`config.mk`:
```
export PLATFORM = sky130hd
export DESIGN_NAME = arsc_top
export DESIGN_NICKNAME = d
export VERILOG_FILES = /design/src/design/arsc_pkg.sv /design/src/design/arsc_sync.sv /design/src/design/arsc_top.sv
export SDC_FILE = /design/constraint.sdc
export NUM_CORES = 1
export LEC_CHECK = 0
export ABC_AREA = 1
export BUFFER_PORTS_ARGS = -buffer_cell sky130_fd_sc_hd__buf_4
export CAP_MARGIN = 20
export CORE_UTILIZATION = 52
export DETAILED_ROUTE_END_ITERATION = 10
export GPL_TIMING_DRIVEN = 0
export PLACE_DENSITY = 0.88
export SYNTH_ARGS = -nofsm -noshare
export SYNTH_HDL_FRONTEND = slang
export SYNTH_SLANG_ARGS = --single-unit
```
`constraint.sdc`:
```
create_clock -name CLK -period 2.42 [get_ports CLK]
set_input_delay 0.484 -clock CLK [delete_from_list [all_inputs] [get_ports CLK]]
set_output_delay 0.484 -clock CLK [all_outputs]
set_load 0.02 [all_outputs]
```
`src/design/arsc_pkg.sv`:
```
// package of constants and types for the acquisition run/stop controller
`default_nettype none
package arsc_pkg;
   // ==========================================================
   // register offsets (plain port, word addresses)
   localparam logic [3:0] OFS_RUN_CTRL = 4'h0;
   localparam logic [3:0] OFS_STOP_SEL = 4'h1;
   localparam logic [3:0] OFS_ACQ_MODE = 4'h2;
   localparam logic [3:0] OFS_AVG_CNT = 4'h3;
   localparam logic [3:0] OFS_ENV_CNT = 4'h4;
   localparam logic [3:0] OFS_ACQ_COUNT = 4'h5;
   localparam logic [3:0] OFS_STATUS = 4'h6;
   // ==========================================================
   // field positions and reset values
   localparam int RUN_BIT = 0;
   localparam int STOPSEL_BIT = 0;
   localparam logic [1:0] RST_ACQ_MODE = 2'h0;
   localparam logic [9:0] RST_AVG_CNT = 10'h010;
   localparam logic [9:0] RST_ENV_CNT = 10'h010;
   localparam logic [9:0] ENV_INFINITE_LIMIT = 10'h201;
   // ==========================================================
   // acquisition modes and stop condition
   typedef enum logic [1:0] {
      MODE_SAMPLE = 2'h0,
      MODE_AVERAGE = 2'h1,
      MODE_ENVELOPE = 2'h2
   } arsc_mode_t;
   typedef enum logic {
      STOP_TOGGLE = 1'b0,
      STOP_ONESHOT = 1'b1
   } arsc_stop_t;
endpackage : arsc_pkg
`default_nettype wire

```
`src/design/arsc_sync.sv`:
```
// three-flop synchroniser with agreement-based edge for the panel toggle
`timescale 1ns/1ps
`default_nettype none
module arsc_sync (
   // clock and reset
   input wire logic clk,
   input wire logic reset,
   // pin side
   input wire logic pin_in,
   // synchronised side
   output logic level,
   output logic rise
);
   logic s1_q;
   logic s2_q;
   logic s3_q;
   logic lvl_q;
   logic lvl_d;

   // ==========================================================
   // s1 only feeds s2; a change counts once s2 and s3 agree
   assign lvl_d = (s2_q == s3_q) ? s2_q : lvl_q;
   always_ff @(posedge clk or posedge reset) begin
      if (reset) begin
         s1_q <= 1'b0;
         s2_q <= 1'b0;
         s3_q <= 1'b0;
         lvl_q <= 1'b0;
      end else begin
         s1_q <= pin_in;
         s2_q <= s1_q;
         s3_q <= s2_q;
         lvl_q <= lvl_d;
      end
   end
   assign level = lvl_q;
   assign rise = lvl_d & ~lvl_q;
endmodule : arsc_sync
`default_nettype wire

```
`src/design/arsc_top.sv`:
```
// acquisition run/stop controller: register port, panel toggle, one-shot stop
//
// Summary of operation
// Writing zero to the run control halts acquisition.
// Writing a nonzero value to the run control starts acquisition and display.
// A run request restarts any partial averaging or enveloping sequence, discarding old data.
// Every run request clears the acquired waveform count to zero.
// Reading the run control returns 1 while running and 0 while stopped.
// The run control and the panel toggle drive one shared running state.
// In toggle stop mode only a user run/stop action changes the running state.
// In one-shot mode the block stops itself once the active mode is satisfied.
// One-shot sample mode stops after the waveform from one trigger.
// One-shot averaging stops after the full programmed count of waveforms.
// In one-shot mode a stop write or a toggle press still ends acquisition early.
// Software programs average and envelope counts as powers of two from 2 to 512.
// One-shot envelope with unlimited count stops after at most 513 acquisitions.
// A toggle press inverts the running state; starting this way also restarts and clears.
//
// Added by the designer: the register addresses and strobed register access.
`timescale 1ns/1ps
`default_nettype none
module arsc_top #(
   parameter int COUNT_W = 16
) (
   // clock and reset
   input wire logic CLK,
   input wire logic RESET,
   // register port
   input wire logic [3:0] ADDR,
   input wire logic [15:0] WDATA,
   input wire logic WR,
   input wire logic RD,
   output logic [15:0] RDATA,
   // front panel
   input wire logic PANEL_TOGGLE,
   // acquisition engine
   input wire logic WFM_DONE,
   output logic ACQ_RUN,
   output logic SEQ_RESTART,
   output logic [COUNT_W-1:0] ACQ_COUNT
);

   // ==========================================================
   // register map, word offsets on the plain port
   //   0 run control: write nonzero to run, zero to stop; reads the running state
   //   1 stop condition: bit 0 low for toggle control, high for one-shot capture
   //   2 acquisition mode: sample, average or envelope; code 3 behaves as sample
   //   3 average count, ten bits, meant as a power of two from 2 to 512
   //   4 envelope count, ten bits, zero means unlimited
   //   5 acquired waveform count, read only, low sixteen bits
   //   6 status: bit 0 running, bit 1 debounced panel level
   // writes to other offsets are dropped and reads of them return zero
   // the count settings are not checked; a bad value only moves the stop point

   // ==========================================================
   // decode helpers
   function automatic logic hit(input logic [3:0] a, input logic [3:0] ofs);
      hit = (a == ofs);
   endfunction : hit

   logic run_q;
   logic run_d;
   logic stop_sel_q;
   logic [1:0] mode_q;
   logic [9:0] avg_q;
   logic [9:0] env_q;
   logic [COUNT_W-1:0] cnt_q;
   logic [COUNT_W-1:0] cnt_d;
   logic [COUNT_W-1:0] seq_q;
   logic [COUNT_W-1:0] seq_d;
   logic restart_q;
   logic [15:0] rdata_q;
   logic [15:0] rdata_d;
   logic panel_level;
   logic panel_press;

   // ==========================================================
   // panel toggle synchroniser
   arsc_sync u_sync (
      .clk(CLK),
      .reset(RESET),
      .pin_in(PANEL_TOGGLE),
      .level(panel_level),
      .rise(panel_press)
   );

   // ==========================================================
   // write decode
   wire wr_run = WR & hit(ADDR, arsc_pkg::OFS_RUN_CTRL);
   wire wr_stopsel = WR & hit(ADDR, arsc_pkg::OFS_STOP_SEL);
   wire wr_mode = WR & hit(ADDR, arsc_pkg::OFS_ACQ_MODE);
   wire wr_avg = WR & hit(ADDR, arsc_pkg::OFS_AVG_CNT);
   wire wr_env = WR & hit(ADDR, arsc_pkg::OFS_ENV_CNT);
   wire wr_nonzero = (WDATA != 16'h0000);
   wire is_oneshot = (stop_sel_q == arsc_pkg::STOP_ONESHOT);

   // ==========================================================
   // completion target of the one-shot sequence
   // infinite envelope is a zero count; it is capped so one-shot always ends
   wire mode_avg = (mode_q == arsc_pkg::MODE_AVERAGE);
   wire mode_env = (mode_q == arsc_pkg::MODE_ENVELOPE);
   wire mode_smp = ~mode_avg & ~mode_env; // code 3 falls back to sample
   wire env_unlimited = (env_q == 10'h000);
   wire [9:0] env_target = env_unlimited ? arsc_pkg::ENV_INFINITE_LIMIT : env_q;
   wire [9:0] target = mode_avg ? avg_q :
                       mode_env ? env_target :
                       10'h001;
   wire [COUNT_W-1:0] seq_next = COUNT_W'(seq_q + 1'b1);
   wire seq_full = WFM_DONE & ({{(COUNT_W-10){1'b0}}, target} <= seq_next);

   // ==========================================================
   // run requests and stops; a run control write wins over a panel press in the same cycle
   wire start_wr = wr_run & wr_nonzero;
   wire stop_wr = wr_run & ~wr_nonzero;
   wire press_start = ~wr_run & panel_press & ~run_q;
   wire press_stop = ~wr_run & panel_press & run_q;
   wire run_request = start_wr | press_start;
   wire auto_stop = run_q & is_oneshot & seq_full;

   // ==========================================================
   // next running state; auto-stop never blocks a fresh run request
   always_comb begin
      run_d = run_q;
      if (run_request)
         run_d = 1'b1;
      else if (stop_wr | press_stop | auto_stop)
         run_d = 1'b0;
   end

   // ==========================================================
   // counters: run requests clear both the count and the sequence
   always_comb begin
      cnt_d = cnt_q;
      seq_d = seq_q;
      if (run_request) begin
         cnt_d = '0;
         seq_d = '0;
      end else if (run_q & WFM_DONE) begin
         cnt_d = COUNT_W'(cnt_q + 1'b1);
         seq_d = seq_next;
      end
   end

   // ==========================================================
   // running state; reset leaves the engine stopped
   always_ff @(posedge CLK or posedge RESET) begin
      if (RESET)
         run_q <= 1'b0;
      else
         run_q <= run_d;
   end

   // acquired waveform count seen by software
   always_ff @(posedge CLK or posedge RESET) begin
      if (RESET)
         cnt_q <= '0;
      else
         cnt_q <= cnt_d;
   end

   // sequence position used for the one-shot target
   always_ff @(posedge CLK or posedge RESET) begin
      if (RESET)
         seq_q <= '0;
      else
         seq_q <= seq_d;
   end

   // restart pulse, one cycle after the request so the engine sees settled state
   always_ff @(posedge CLK or posedge RESET) begin
      if (RESET)
         restart_q <= 1'b0;
      else
         restart_q <= run_request;
   end

   // ==========================================================
   // settings; counts are trusted to be powers of two from 2 to 512
   // stop condition select, toggle control after reset
   always_ff @(posedge CLK or posedge RESET) begin
      if (RESET)
         stop_sel_q <= arsc_pkg::STOP_TOGGLE;
      else if (wr_stopsel)
         stop_sel_q <= WDATA[arsc_pkg::STOPSEL_BIT];
   end

   // acquisition mode
   always_ff @(posedge CLK or posedge RESET) begin
      if (RESET)
         mode_q <= arsc_pkg::RST_ACQ_MODE;
      else if (wr_mode)
         mode_q <= WDATA[1:0];
   end

   // average count
   always_ff @(posedge CLK or posedge RESET) begin
      if (RESET)
         avg_q <= arsc_pkg::RST_AVG_CNT;
      else if (wr_avg)
         avg_q <= WDATA[9:0];
   end

   // envelope count
   always_ff @(posedge CLK or posedge RESET) begin
      if (RESET)
         env_q <= arsc_pkg::RST_ENV_CNT;
      else if (wr_env)
         env_q <= WDATA[9:0];
   end

   // ==========================================================
   // read mux; unmapped offsets read zero
   always_comb begin
      rdata_d = 16'h0000;
      case (ADDR)
         arsc_pkg::OFS_RUN_CTRL: rdata_d = {15'h0000, run_q};
         arsc_pkg::OFS_STOP_SEL: rdata_d = {15'h0000, stop_sel_q};
         arsc_pkg::OFS_ACQ_MODE: rdata_d = {14'h0000, mode_q};
         arsc_pkg::OFS_AVG_CNT: rdata_d = {6'h00, avg_q};
         arsc_pkg::OFS_ENV_CNT: rdata_d = {6'h00, env_q};
         arsc_pkg::OFS_ACQ_COUNT: rdata_d = cnt_q[15:0];
         arsc_pkg::OFS_STATUS: rdata_d = {14'h0000, panel_level, run_q};
         default: rdata_d = 16'h0000;
      endcase
      if (!RD)
         rdata_d = 16'h0000;
   end

   always_ff @(posedge CLK or posedge RESET) begin
      if (RESET)
         rdata_q <= 16'h0000;
      else
         rdata_q <= rdata_d;
   end

   // ==========================================================
   // outputs
   assign RDATA = rdata_q;
   assign ACQ_RUN = run_q;
   assign SEQ_RESTART = restart_q;
   assign ACQ_COUNT = cnt_q;

   // ==========================================================
   // assertions
   a_stop_write: assert property (@(posedge CLK) disable iff (RESET)
      stop_wr |=> !ACQ_RUN)
      else $error("stop write did not halt acquisition");
   a_run_write: assert property (@(posedge CLK) disable iff (RESET)
      start_wr |=> ACQ_RUN && SEQ_RESTART)
      else $error("run write did not start acquisition");
   a_count_clear: assert property (@(posedge CLK) disable iff (RESET)
      run_request |=> ACQ_COUNT == '0)
      else $error("count not cleared on run request");
   a_read_state: assert property (@(posedge CLK) disable iff (RESET)
      (RD && ADDR == arsc_pkg::OFS_RUN_CTRL) |=> RDATA == {15'h0000, $past(run_q)})
      else $error("run control read wrong");
   a_toggle_hold: assert property (@(posedge CLK) disable iff (RESET)
      (!is_oneshot && !wr_run && !panel_press) |=> $stable(ACQ_RUN))
      else $error("running state changed without user action");
   a_press_invert: assert property (@(posedge CLK) disable iff (RESET)
      (panel_press && !wr_run) |=> ACQ_RUN != $past(ACQ_RUN))
      else $error("panel press did not invert state");
   a_sample_once: assert property (@(posedge CLK) disable iff (RESET)
      (run_q && is_oneshot && mode_q == arsc_pkg::MODE_SAMPLE && WFM_DONE
       && !run_request) |=> !ACQ_RUN)
      else $error("one-shot sample did not stop after one waveform");
   a_avg_full: assert property (@(posedge CLK) disable iff (RESET)
      (run_q && is_oneshot && mode_q == arsc_pkg::MODE_AVERAGE && !WFM_DONE
       && !stop_wr && !panel_press) |=> ACQ_RUN)
      else $error("one-shot average stopped without a waveform");
   a_env_cap: assert property (@(posedge CLK) disable iff (RESET)
      (run_q && is_oneshot) |-> seq_q <= COUNT_W'(arsc_pkg::ENV_INFINITE_LIMIT))
      else $error("one-shot sequence ran past its cap");

   // ==========================================================
   // restart pulse: one cycle wide and only after a run request, from either source
   a_restart_pulse: assert property (@(posedge CLK) disable iff (RESET)
      !run_request |=> !SEQ_RESTART)
      else $error("restart pulse without a run request");
   a_press_restart: assert property (@(posedge CLK) disable iff (RESET)
      press_start |=> ACQ_RUN && SEQ_RESTART && ACQ_COUNT == '0)
      else $error("panel start did not restart and clear");
   a_start_clear: assert property (@(posedge CLK) disable iff (RESET)
      start_wr |=> seq_q == '0)
      else $error("run write kept the old sequence");

   // ==========================================================
   // waveform count: steps once per waveform while running, frozen while stopped
   a_count_step: assert property (@(posedge CLK) disable iff (RESET)
      (run_q && WFM_DONE && !run_request)
      |=> ACQ_COUNT == COUNT_W'($past(ACQ_COUNT) + 1'b1))
      else $error("count did not step on a waveform");
   a_count_idle: assert property (@(posedge CLK) disable iff (RESET)
      (!run_q && !run_request) |=> $stable(ACQ_COUNT))
      else $error("count moved while stopped");
   a_read_count: assert property (@(posedge CLK) disable iff (RESET)
      (RD && ADDR == arsc_pkg::OFS_ACQ_COUNT) |=> RDATA == 16'($past(ACQ_COUNT)))
      else $error("count read wrong");

   // ==========================================================
   // one-shot completion; each mode ends on the waveform that meets its target
   a_oneshot_stop: assert property (@(posedge CLK) disable iff (RESET)
      (run_q && is_oneshot && seq_full && !run_request) |=> !ACQ_RUN)
      else $error("one-shot did not stop at its target");
   a_avg_last: assert property (@(posedge CLK) disable iff (RESET)
      (run_q && is_oneshot && mode_avg && WFM_DONE && !run_request
       && seq_next == COUNT_W'(avg_q)) |=> !ACQ_RUN)
      else $error("one-shot average ran past its count");
   a_env_last: assert property (@(posedge CLK) disable iff (RESET)
      (run_q && is_oneshot && mode_env && env_unlimited && WFM_DONE && !run_request
       && seq_next == COUNT_W'(arsc_pkg::ENV_INFINITE_LIMIT)) |=> !ACQ_RUN)
      else $error("unlimited envelope ran past its cap");
   a_env_set: assert property (@(posedge CLK) disable iff (RESET)
      (run_q && is_oneshot && mode_env && !env_unlimited && WFM_DONE && !run_request
       && seq_next == COUNT_W'(env_q)) |=> !ACQ_RUN)
      else $error("one-shot envelope ran past its count");
   a_smp_run: assert property (@(posedge CLK) disable iff (RESET)
      (run_q && is_oneshot && mode_smp && !WFM_DONE && !stop_wr && !press_stop)
      |=> ACQ_RUN)
      else $error("one-shot sample stopped without a waveform");

   // ==========================================================
   // stop control: no self stop under toggle control, a stopped engine stays stopped, stops end a one-shot early, a run write beats a press
   a_toggle_noauto: assert property (@(posedge CLK) disable iff (RESET)
      (run_q && !is_oneshot && !stop_wr && !press_stop) |=> ACQ_RUN)
      else $error("toggle control stopped by itself");
   a_stop_hold: assert property (@(posedge CLK) disable iff (RESET)
      (!run_q && !run_request) |=> !ACQ_RUN)
      else $error("engine started without a run request");
   a_early_stop: assert property (@(posedge CLK) disable iff (RESET)
      (run_q && is_oneshot && (stop_wr || press_stop)) |=> !ACQ_RUN)
      else $error("one-shot not ended early by a stop");
   a_panel_ignored: assert property (@(posedge CLK) disable iff (RESET)
      (start_wr && panel_press) |=> ACQ_RUN)
      else $error("panel press beat a run write");

   // ==========================================================
   // read port: data stand one cycle, status bit 0 mirrors the shared state
   a_rdata_idle: assert property (@(posedge CLK) disable iff (RESET)
      !RD |=> RDATA == 16'h0000)
      else $error("read data outside the read cycle");
   a_status_run: assert property (@(posedge CLK) disable iff (RESET)
      (RD && ADDR == arsc_pkg::OFS_STATUS) |=> RDATA[0] == $past(ACQ_RUN))
      else $error("status read disagrees with running state");
endmodule : arsc_top
`default_nettype wire

```
# After elaboration in Yosys (flattened, before gate mapping)
# Index checks and enable logic that the tools add are counted.
# Widths: inputs -> output; s select.
[classes]
mux = 12
bitwise = 22
n_addsub = 2
n_eq_ne = 9
reduce_logical = 5
n_lt_le_gt_ge = 1
[op_table]
columns = ["op", "count"]
rows = [
  ["$pmux 16 s7", 1],
  ["$mux 16", 5],
  ["$add 16x1->16 const B", 2],
  ["$mux 10", 3],
  ["$le 10x16->1", 1],
  ["$reduce_bool 16->1", 1],
  ["$and 1x1->1", 15],
  ["$eq 4x3->1 const B", 3],
  ["$logic_not 10->1", 1],
  ["$eq 4x2->1 const B", 2],
  ["$eq 4x1->1 const B", 1],
  ["$logic_not 4->1", 1],
  ["$not 1->1", 4],
  ["$reduce_bool 2->1", 2],
  ["$mux 1", 3],
  ["$or 1x1->1", 3],
  ["$eq 2x1->1 const B", 1],
  ["$eq 2x2->1 const B", 1],
  ["$eq 1x1->1", 1],
]
[totals]
word_cells = 64
output_inout_bits = 34
inputBits = 26
reg_bits = 77

# Depth between registers and ports, before layout
# Gate-level depths: netlist of the first run.
[depth]
word_depth = 10
mapped_depth = 18
mapped_depth_nobuf = 18

# Modules after synthesis
# From an unflattened synthesis of the first run, not the netlist that was laid out.
[unflattened]
hier_cells = 522
area_unflattened_um2 = 4192.8
[modules_own_cells]
columns = ["mod", "seq_area_each_um2", "cells_per_inst", "instances", "area_per_inst_um2"]
rows = [
  ["arsc_top", 1829.3, 511, 1, 4065.1],
  ["arsc_sync", 100.1, 11, 1, 127.6],
]

# Worst setup path before layout of the first run
# OpenSTA, ideal clock, no wires.
[synth_timing]
path_type = "flip-flop to flip-flop"
startpoint = "register seq_q[1]"
endpoint = "register run_q, in the netlist ACQ_RUN"
required_ns = 2.303
n_path_buf = 0
setup_ns = 0.117
stages_incl_launch_ff = 15
t_arrival_ns = 1.792
period_less_slack_ns = 1.909
slack_ns = 0.511
path_cell_list = "dfrtp_1 -> ha_1 -> nand3_1 -> nor2_2 -> xnor2_1 -> ha_1 -> nand2_1 -> nor2_1 -> nand4_1 -> nand3_1 -> nor2_1 -> nand3_1 -> nand2_1 -> nand2_1 -> nand2_1"
[synth_via]
elab_chain_len = 6
[synth_rtl]
columns = ["element", "line_no", "text"]
rows = [
  ["start, declared", "arsc_top.sv:69", "logic [COUNT_W-1:0] seq_q;"],
  ["start signal, assigned", "arsc_top.sv:166", "seq_q <= seq_d;"],
  ["$add 16x1->16", "arsc_top.sv:108", "wire [COUNT_W-1:0] seq_next = COUNT_W'(seq_q + 1'b1);"],
  ["$le 10x16->1", "arsc_top.sv:109", "wire seq_full = WFM_DONE & ({{(COUNT_W-10){1'b0}}, target} <= seq_next);"],
  ["$and 1x1->1", "arsc_top.sv:109", ""],
  ["$and 1x1->1", "arsc_top.sv:118", "wire auto_stop = run_q & is_oneshot & seq_full;"],
  ["$or 1x1->1", "arsc_top.sv:126", "else if (stop_wr | press_stop | auto_stop)"],
  ["$reduce_bool 2->1 (no line)", "--", ""],
  ["end signal, assigned", "arsc_top.sv:150", "run_q <= run_d;"],
  ["end, declared", "arsc_top.sv:61", "logic run_q;"],
]
# No other way between the ends.
# A chain may end at the register's enable or synchronous reset.

# Worst setup path in the final report of the first run
# Ends and elaborated chain as after synthesis.

==> impl_metrics.toml, run 1 <==
[die]
core_sq_um = 7730
rows = 32
io_pins = 60
die_area_sq_um = 8370
fp.dieW_um = 91.5
start_util = 0.539
die_y_um = 91.5

[logic_synthesis]
synth_seq_cells = 77
synth_top_area_frac = 0.451
yosys_most_used_dff = "dfrtp_1"
synth_area_per_cell_sq_um = 7.78
yosysMostFrequentCell = "nand2_1"
synth_common_cells = "nand2_1 (120), inv_1 (85), dfrtp_1 (75), nor2_1 (53), o21ai_0 (53)"
synthesis.instances = 535
syn_area_sq_um = 4160
synth_edf_count = 0
syn-num-nets = 573
seq_area_frac_synth = 0.463
yosysWarnings = 0
yosysTopAreaCell = "dfrtp_1"
ys_types = 38
yosys-top-cells-area = "dfrtp_1 (45%), nand2_1 (11%), inv_1 (7.7%), o21ai_0 (6.4%), nor2_1 (4.8%)"
synthArstFlopShare = 1.00

[timing]
fmax_ghz = 0.444
post-route-period-util = 0.931
hold_violations = 0
whs_ns = 0.223
relSlewSlack = 0.471
worst_slack_ns = 0.167
drv_slew = 0
tightest_slew_ns = 0.792
finClkSkew_ns = 0.0120
report.final.setup_viol = 0
period_needed_ns = 2.25
fin_tns_setup_ns = 0

[status]
outcome = "completed"

[final_layout]
fin_area_sq_um = 4980
nets = 642
multi_input_area_sq_um = 1860
diodes = 0
drive_gt1_frac = 0.167
n_fill_cell = 652
synthToLayoutAreaGrowth_pct = 19.6
final-seq-area_sq_um = 1930

[worst_setup_path]
cp-end-kind = "flop"
critPathArrivalTime_ns = 2.52
crit_start = "seq_q[1]"
r2r-start = "seq_q[1]"
start_kind = "flop"
cp_max_fo = 5
reg2reg_setup_slack_ns = 0.17
required_ns = 2.68
worstSetupPathType = "flop to flop"

[detailed_routing]
routed_via_density = 5.56
drt-total-wl_um = 10500
postRouteAntennaNets = 0
drtPass1Iterations = 5
wire_per_inst_um = 14.8
vias = 3952
first_iter_violations = 338
drcViolationCount = 0

[power]
total_power_mw = 3.85
pwr_density_cell_nw_per_um2 = 772
leakagePower_nw = 2.47
vdd_drop_max_mv = 0.423

[cts]
cts.clk_slew.worst_paths_ns = 0.08
cts_root_buf = "clkbuf_8"
cts_sinks = 77
clk_latency_ns = 0.37
clockBufferDepth = 2
numCtsBuffers = 9
h-tree-depth = 3
cts_tree = "yes"

[grt]
grt_use_total = 0.267
grt_overflow = 0
antenna_found_initial = 0
first_global_vias = 3803
grt_pass1_wl_um = 17500
grt_max_degree = 42

[place]
pre_cts_ws_ns = 0.131
gp_congestion = 0.950
io_buffers = 58
dp_hpwl_um = 7900
dpl_cell_area_sq_um = 4750

[worst_hold_path]
hp-start = "PANEL_TOGGLE"
hp-class = "primary input to flop"

[flow_run]
drv_cap = 0
==> final cells by class <==
class                   count  share of cell area
inverters                  87              0.0663
clock inverters             7              0.0158
plain buffers              12              0.0136
repair buffers             59              0.0915
clock buffers               9              0.0249
flip-flops and latches     77               0.388
multi-input cells         358               0.374
well taps                 102              0.0256
==> critical path: stages (launching register included) <==
cell	delay (ns)
dfrtp_1	0.43
ha_4	0.19
nand3_1	0.17
nor2_4	0.17
xnor2_1	0.13
ha_1	0.31
nand2_1	0.07
nor2_1	0.15
nand4_1	0.14
nand3_1	0.11
nor2_1	0.06
nand3_1	0.08
nand2_1	0.05
nand2_1	0.05
nand2_1	0.04
==> path summary, 6_finish.rpt <==
| check | cells after the start | endpoint |
|---|---|---|
| worst max register to register | 14 | ACQ_RUN |
| worst min register to register | 0 | u_sync.s2_q |
| worst max-delay path | 14 | ACQ_RUN |
| worst min-delay path | 1 | u_sync.s1_q |
| max in group asynchronous | 3 | seq_q[6] |
| min in group asynchronous | 2 | env_q[1] |
==> repair_timing <==
item	4_1_cts	5_1_grt
gates resized for setup	0	7
hold endpoints to repair	0	0
setup endpoints to repair	0	1
hold buffers	0	0
setup buffers	0	0
==> sequential cells by signal, summed over array words and instances (netlist names) <==
register and count:
ACQ_COUNT 16, RDATA 16, seq_q 16, avg_q 10, env_q 10, mode_q 2
ACQ_RUN 1, SEQ_RESTART 1, is_oneshot 1, u_sync.level 1, u_sync.s1_q 1, u_sync.s2_q 1
u_sync.s3_q 1
==> kinds of logic (layout without fill, tap and decap cells) <==
family | count (synthesis) | count (layout) | synth area share
AND/OR/NAND/NOR | 237 | 237 | 0.248
flip-flops | 77 | 77 | 0.463
AO/OA/AOI/OAI | 99 | 99 | 0.135
adder cells (fa/ha/maj) | 13 | 13 | 0.0385
XOR/XNOR | 9 | 9 | 0.0189
buffers and inverters | 100 | 174 | 0.0956
==> report_power, final <==
part	leakage (nW)	switching, mW	internal [mW]
Clock	0.105	0.532	0.491
Combinational	1.36	0.705	0.415
Sequential	1.01	0.214	1.49
Total	2.47	1.45	2.39
==> cell usage in the layout, fill, tap and decap left out, types with 2 or more instances in the layout <==
master,synthesis,routed
a21oi_1,16,16
dfrtp_1,75,73
inv_2,2,2
o31ai_1,5,5
dfrtp_2,0,2
buf_2,3,3
inv_1,85,84
xnor2_1,4,4
buf_4,1,59
ha_1,12,11
nor2_2,3,3
o21ai_0,53,53
clkbuf_1,7,6
inv_6,0,4
buf_6,2,2
nand3_1,34,34
xor2_1,5,4
nand2_1,120,120
nor2_1,53,52
nor2_4,2,3
nand4_1,15,15
nand2_2,3,3
o21ai_1,3,3
clkbuf_8,0,9
o22ai_1,9,9
o221ai_1,6,6
nor3_1,2,2
dfstp_2,2,2
==> per-layer routing <==
layer,GRT usage,part of all wire,up-vias
met5,0,0,-
met4,0.124,0.014,0
met3,0.0511,0.058,11
met2,0.464,0.51,158
met1,0.317,0.41,1901
li1,-,-,1882
==> metrics by stage <==
stage / instances / utilization
floorplan: 535 / -
global placement: 695 / 0.612
detailed placement: 696 / 0.615
CTS: 712 / 0.641
global route: 711 / 0.644
finish: 711 / 0.644
Note: power is estimated with default switching activity, not from simulation.
==> run 2, diff against run 1 <==
- BUFFER_PORTS_ARGS: -buffer_cell sky130_fd_sc_hd__buf_4 -> -buffer_cell sky130_fd_sc_hd__buf_2
- SLEW_MARGIN: not set -> 20
- SYNTH_HIERARCHICAL: not set -> 1
==> run 2 against run 1 <==
Compared with the run above:
- die area increased by 0.71%
- area after synthesis increased by 0.72%
- critical path type unchanged
- synthesized cell count decreased by 2.4%
- largest cell class unchanged
- routed wire length decreased by 0.91%
- maximum frequency decreased by 2.2%
- final area decreased by 1.1%
==> impl_metrics.toml, run 2 <==
[status]
outcome = "completed"

[die]
start_util = 0.540
io_pins = 60
core_sq_um = 7770
die_y_um = 91.8
die_area_sq_um = 8430
fp.dieW_um = 91.8
rows = 32

[power]
total_power_mw = 3.92
leakagePower_nw = 2.49
pwr_density_cell_nw_per_um2 = 796
vdd_drop_max_mv = 0.516

[final_layout]
final_core_util = 0.634
diodes = 0
nets = 634
synthToLayoutAreaGrowth_pct = 17.5
drive_gt1_frac = 0.213
layout_commonest_cell = "nand2_1"
n_fill_cell = 663
layout_common_cells = "nand2_1 (112), inv_1 (76), dfrtp_1 (73), buf_2 (60), nor2_1 (48)"

[logic_synthesis]
yosys_most_used_dff = "dfrtp_1"
seq_area_frac_synth = 0.460
synthAdderAreaFrac = 0.0358
yosysWarnings = 6
ys_types = 41
syn_area_sq_um = 4190
yosys-top-cells-area = "dfrtp_1 (45%), nand2_1 (10%), inv_1 (7.1%), o21ai_0 (4.7%), nor2_1 (4.4%)"
synth_common_cells = "nand2_1 (113), inv_1 (79), dfrtp_1 (75), nor2_1 (49), o21ai_0 (39)"
synthSimpleGateAreaFrac = 0.254
synth-compound-area-share = 0.127
yosysMostFrequentCell = "nand2_1"
synth_area_per_cell_sq_um = 8.03
yosysTopAreaCell = "dfrtp_1"
synthMuxAreaShare = 0
syn-num-nets = 560
synthesis.instances = 522
synth_top_area_frac = 0.448
synth_seq_cells = 77
synth_top_family_by_area = "simple AND/OR/NAND/NOR gates"
synth_xor_area_frac = 0.0313
synthArstFlopShare = 1.00
synth_edf_count = 0

[grt]
grt_use_total = 0.262
grt_max_degree = 43
first_global_vias = 3667
grt_overflow = 0
grt_pass1_wl_um = 17300
antenna_found_initial = 0

[cts]
cts_root_buf = "clkbuf_8"
cts_sinks = 77
cts_tree = "yes"
numCtsBuffers = 9
h-tree-depth = 3
clk_latency_ns = 0.35
cts.clk_slew.worst_paths_ns = 0.08
clockBufferDepth = 2

[worst_setup_path]
cp_top_family = "simple AND/OR/NAND/NOR gates"
cp_slowest_cell = "dfrtp_1"
start_kind = "flop"
worstSetupPathType = "flop to flop"
required_ns = 2.71
critPathArrivalTime_ns = 2.59
crit_chain = "ha_2 -> nand2_1 -> nor2_4 -> nand2_1 -> xor2_1 -> ha_1 -> nand2_1 -> nor2_1 -> nand3_1 -> nand3_1 -> nor2_1 -> nand3_1 -> nand2_1 -> nand2_1 -> nand2_1"
cp-end-kind = "flop"
cp_max_fo = 5
cpMostUsedCell = "nand2_1"
critPathBufInv = 0
cpPeakStageDelay_ns = 0.41

[detailed_routing]
drtPass1Iterations = 5
drt-total-wl_um = 10400
postRouteAntennaNets = 0
routed_via_density = 5.48
vias = 3854
wire_per_inst_um = 14.8
drcViolationCount = 0
first_iter_violations = 357

[timing]
report.final.setup_viol = 0
tightest_slew_ns = 0.473
drv_slew = 0
relSlewSlack = 0.684
period_needed_ns = 2.30
post-route-period-util = 0.952
hold_violations = 0
fin_tns_setup_ns = 0
finClkSkew_ns = 0.00632
fmax_ghz = 0.434
worst_slack_ns = 0.116

[place]
pre_cts_ws_ns = 0.117
dp_hpwl_um = 7770
io_buffers = 58
gp_congestion = 0.971

[worst_hold_path]
hp-class = "primary input to asynchronous set/reset pin"

[flow_run]
drv_cap = 0
run 2: cell count changes in the layout (fill, tap and decap cells not counted), sizes merged, moves of 2 or more:
cell	before	now
xor2	5	11
inv	90	83
nor2	58	61
buf	65	69
clkinvlp	1	3
a21oi	16	19
o221ai	6	4
o21ai	56	49
nand2	123	117
o31ai	5	1
run 2: per-stage QoR:
stage                     area, sq um  hold slack [ns]  instances
after floorplan                  4190            0.250        522
after global placement           4610            0.340        682
after detailed placement         4630            0.349        683
after CTS                        4870           0.0217        699
after global routing             4930           0.0411        703
final                            4930           0.0267        703
run 2: worst paths after layout:
kind / from / end / slack (ns) / cells past startpoint
worst max-delay path: seq_q[0] / ACQ_RUN / 0.12 / 15
worst min-delay path: RESET / u_sync/s1_q / 0.03 / 2
worst max register to register: seq_q[0] / ACQ_RUN / 0.12 / 15
worst min register to register: u_sync/s1_q / u_sync/s2_q / 0.36 / 0
max in group asynchronous: RESET / RDATA[6] / 1.74 / 3
min in group CLK: PANEL_TOGGLE / u_sync/s1_q / 0.24 / 1
run 2: kinds of logic (layout without fill, tap and decap cells):
group / Yosys count / after routing
buffers and inverters: 94 / 173
DFF: 77 / 77
and+or+nand+nor: 234 / 234
AOI/OAI and AO/OA: 90 / 90
xor gates and xnor gates: 15 / 15
adders and majority gates: 12 / 12
run 2: routing by layer:
layer,global-route usage,share of wire,up-vias
li1,-,-,1835
met3,0.0506,0.073,32
met5,0,0,-
met2,0.438,0.49,210
met4,0.0964,0.022,0
met1,0.339,0.42,1777
run 2: final cells by class:
type | count | area [sq um] | area share
plain buffers | 8 | 55.1 | 0.0112
inverters | 85 | 325 | 0.0660
clock buffers | 11 | 151 | 0.0307
multi-input cells | 351 | 1900 | 0.387
repair buffers | 64 | 348 | 0.0706
well taps | 102 | 128 | 0.0259
clock inverters | 5 | 82.6 | 0.0168
flip-flops and latches | 77 | 1930 | 0.392
run 2: power breakdown:
| part | internal (mW) | switching [mW] | leakage (nW) |
|---|---|---|---|
| logic | 0.406 | 0.765 | 1.37 |
| registers | 1.47 | 0.176 | 1.02 |
| clock network | 0.637 | 0.469 | 0.108 |
run 2: timing repair:
| action | in CTS | in global routing |
|---|---|---|
| setup endpoints to repair | 0 | 1 |
| buffers inserted | 0 | 5 |
| hold buffers | 0 | 0 |
| resized for setup | 0 | 12 |
==> run 3, diff against run 2 <==
- ABC_AREA: 1 -> 0
- CORE_UTILIZATION: 52 -> 51
- PLACE_DENSITY: 0.88 -> 0.87
==> run 3 against run 2 <==
Compared with the run above:
- the flow now finishes with violations (setup timing)
- final area down 3.0%
- combinational power down 11%
- sequential cell count unchanged
- cell count down 20%
- power down 3.2%
- die area down 2.5%
- critical endpoint unchanged
- largest cell class is now multi-input gates
==> impl_metrics.toml, run 3 <==
[worst_setup_path]
start_kind = "flop"
r2r-start = "mode_q[1]"
timing.rr.end = "ACQ_RUN"
critPathArrivalTime_ns = 2.71
cp-end-kind = "flop"
worstSetupPathType = "flop to flop"
cp_max_fo = 10
reg2reg_setup_slack_ns = -0.06
required_ns = 2.65
rr_worst_depth = 9

[cts]
cts_sinks = 77
cts.clk_slew.worst_paths_ns = 0.07
hold_buffers = 0
numCtsBuffers = 9
h-tree-depth = 3
clockBufferDepth = 2
clk_latency_ns = 0.35
cts_root_buf = "clkbuf_8"
cts_tree = "yes"

[detailed_routing]
postRouteAntennaNets = 0
vias = 3302
drtPass1Iterations = 6
drt-total-wl_um = 9740
drcViolationCount = 0
first_iter_violations = 228
wire_per_inst_um = 17.4
routed_via_density = 5.91

[logic_synthesis]
ys_types = 50
synth-compound-area-share = 0.0881
seq_area_frac_synth = 0.482
synthMuxAreaShare = 0.0806
synthAdderAreaFrac = 0.0403
yosysWarnings = 6
yosys-top-cells-area = "dfrtp_1 (47%), mux2_2 (6.7%), xnor2_1 (5.2%), nor2_1 (4.3%), ha_1 (3.7%)"
synthesis.instances = 381
syn-num-nets = 419
yosysMostFrequentCell = "dfrtp_1"
synth_top_family_by_area = "simple AND/OR/NAND/NOR gates"
synthArstFlopShare = 1.00
syn_area_sq_um = 4010
yosysTopAreaCell = "dfrtp_1"
synth_xor_area_frac = 0.0787
synth_top_area_frac = 0.468
yosys_most_used_dff = "dfrtp_1"
synth_common_cells = "dfrtp_1 (75), nor2_1 (46), nand2_1 (33), mux2_2 (24), xnor2_1 (24)"
synth_area_per_cell_sq_um = 10.5
synthSimpleGateAreaFrac = 0.205
synth_seq_cells = 77
synth_edf_count = 0

[final_layout]
nets = 493
n_fill_cell = 570
final_core_util = 0.645
layout_commonest_cell = "dfrtp_1"
diodes = 0
layout_common_cells = "dfrtp_1 (72), buf_2 (64), nor2_1 (46), nand2_1 (32)"
synthToLayoutAreaGrowth_pct = 19.2
drive_gt1_frac = 0.300
fin_area_sq_um = 4780

[grt]
grt_overflow = 0
grt_use_total = 0.250
antenna_found_initial = 0
grt-busiest-layer = "met2"
grt_pass1_wl_um = 16000
first_global_vias = 3211
grtUsageMet3 = 0.0522
use_met1 = 0.333
grt_max_degree = 51
grtUsageMet2 = 0.402

[power]
pwr_density_cell_nw_per_um2 = 794
pwr-share-comb = 0.275
leakagePower_nw = 2.25
p_sw_mw = 1.26
vdd_drop_max_mv = 0.494
p_clk_frac = 0.279
cell_internal_pwr_mw = 2.53
netSwitchingFraction = 0.333
total_power_mw = 3.79
pwr-share-seq = 0.446

[timing]
fin_tns_setup_ns = -0.0602
finClkSkew_ns = 0.00965
worst_slack_ns = -0.0602
rsz0062_at_grt = "true"
fmax_ghz = 0.403
tightest_slew_ns = 0.643
period_needed_ns = 2.48
relSlewSlack = 0.559
drv_slew = 0
post-route-period-util = 1.02
report.final.setup_viol = 1
hold_violations = 0

[die]
start_util = 0.541
core_sq_um = 7410
die_area_sq_um = 8210
rows = 31
die_y_um = 90.6
fp.dieW_um = 90.6
io_pins = 60

[place]
gp_congestion = 0.849
io_buffers = 56
dp_hpwl_um = 6890
pre_cts_ws_ns = -0.165
dpl_cell_area_sq_um = 4440

[status]
outcome = "finished, violations left"
violations = "setup timing"

[flow_run]
drv_cap = 0

[worst_hold_path]
hp-class = "primary input to asynchronous set/reset pin"
-- run 3: cell types whose count changed after synthesis, moves of 10 or more --
cell     before  now
nand2_1     113   33
xnor2_1       4   24
nand3_1      32   11
o21ai_0      39   11
mux2_2        0   24
inv_1        79   10
o21ai_1      10    0
-- run 3: cell type report --
cell class / count / area (sq um) / area share
timing repair buffer: 63 / 353 / 0.0739
clock inverter: 5 / 83.8 / 0.0176
sequential: 77 / 1930 / 0.405
multi-input combinational: 279 / 2040 / 0.428
buffer: 15 / 67.6 / 0.0141
tap: 99 / 124 / 0.0259
clock buffer: 11 / 131 / 0.0275
inverter: 10 / 40.0 / 0.00838
-- run 3: critical path: stages (launching register included) --
cell and delay (ns):
dfrtp_1 0.38, nor2b_1 0.18, clkbuf_1 0.39, a22o_1 0.22, ha_1 0.24, a211oi_1 0.22
o21bai_1 0.12, a21o_1 0.19, a221oi_1 0.30, o41ai_2 0.13
-- run 3: power groups by stage --
stage,Clock (mW),Combinational (mW),Sequential [mW]
2_1_floorplan,0,0.645,1.67
3_3_place_gp,0,0.869,1.68
4_1_cts,1.07,0.974,1.67
3_5_place_dp,0,0.919,1.69
6_report,1.06,1.04,1.69
5_1_grt,1.13,1.15,1.71
-- run 3: per-stage QoR --
step / std cells / hold slack [ns]
after floorplan: 381 / 0.250
after global placement: 536 / 0.334
after detailed placement: 537 / 0.340
after CTS: 556 / 0.0281
after global routing: 559 / 0.0373
final: 559 / 0.0308
-- run 3: per-layer routing --
layer | share of wire | vias up
met5 | 0 | -
met4 | 0.028 | 0
met3 | 0.064 | 28
met2 | 0.47 | 145
met1 | 0.43 | 1612
li1 | - | 1517
-- run 3: worst max-delay path by stage --
stage,start,endpoint,slack [ns],cells after the start
5_1_grt,env_q[5],ACQ_RUN,-0.19,10
6_report,mode_q[1],ACQ_RUN,-0.06,9
4_1_cts,env_q[6],ACQ_RUN,-0.15,10
2_1_floorplan,RESET,ACQ_COUNT[0],0.09,1
3_3_place_gp,RESET,RDATA[10],-0.74,2
3_5_place_dp,seq_q[0],ACQ_RUN,-0.16,10
-- run 3: cells by family after synthesis --
group,Yosys count
AO/OA/AOI/OAI,49
AND/OR/NAND/NOR,153
XOR/XNOR,36
flip-flops,77
multiplexers,28
buffers and inverters,25
adder cells (fa/ha/maj),13
-- run 3: repair_timing --
action / in CTS / in global routing
buffers inserted: 3 / 3
gates resized for setup: 7 / 12
endpoints found under the setup margin: 1 / 1
pin swaps: 4 / 4
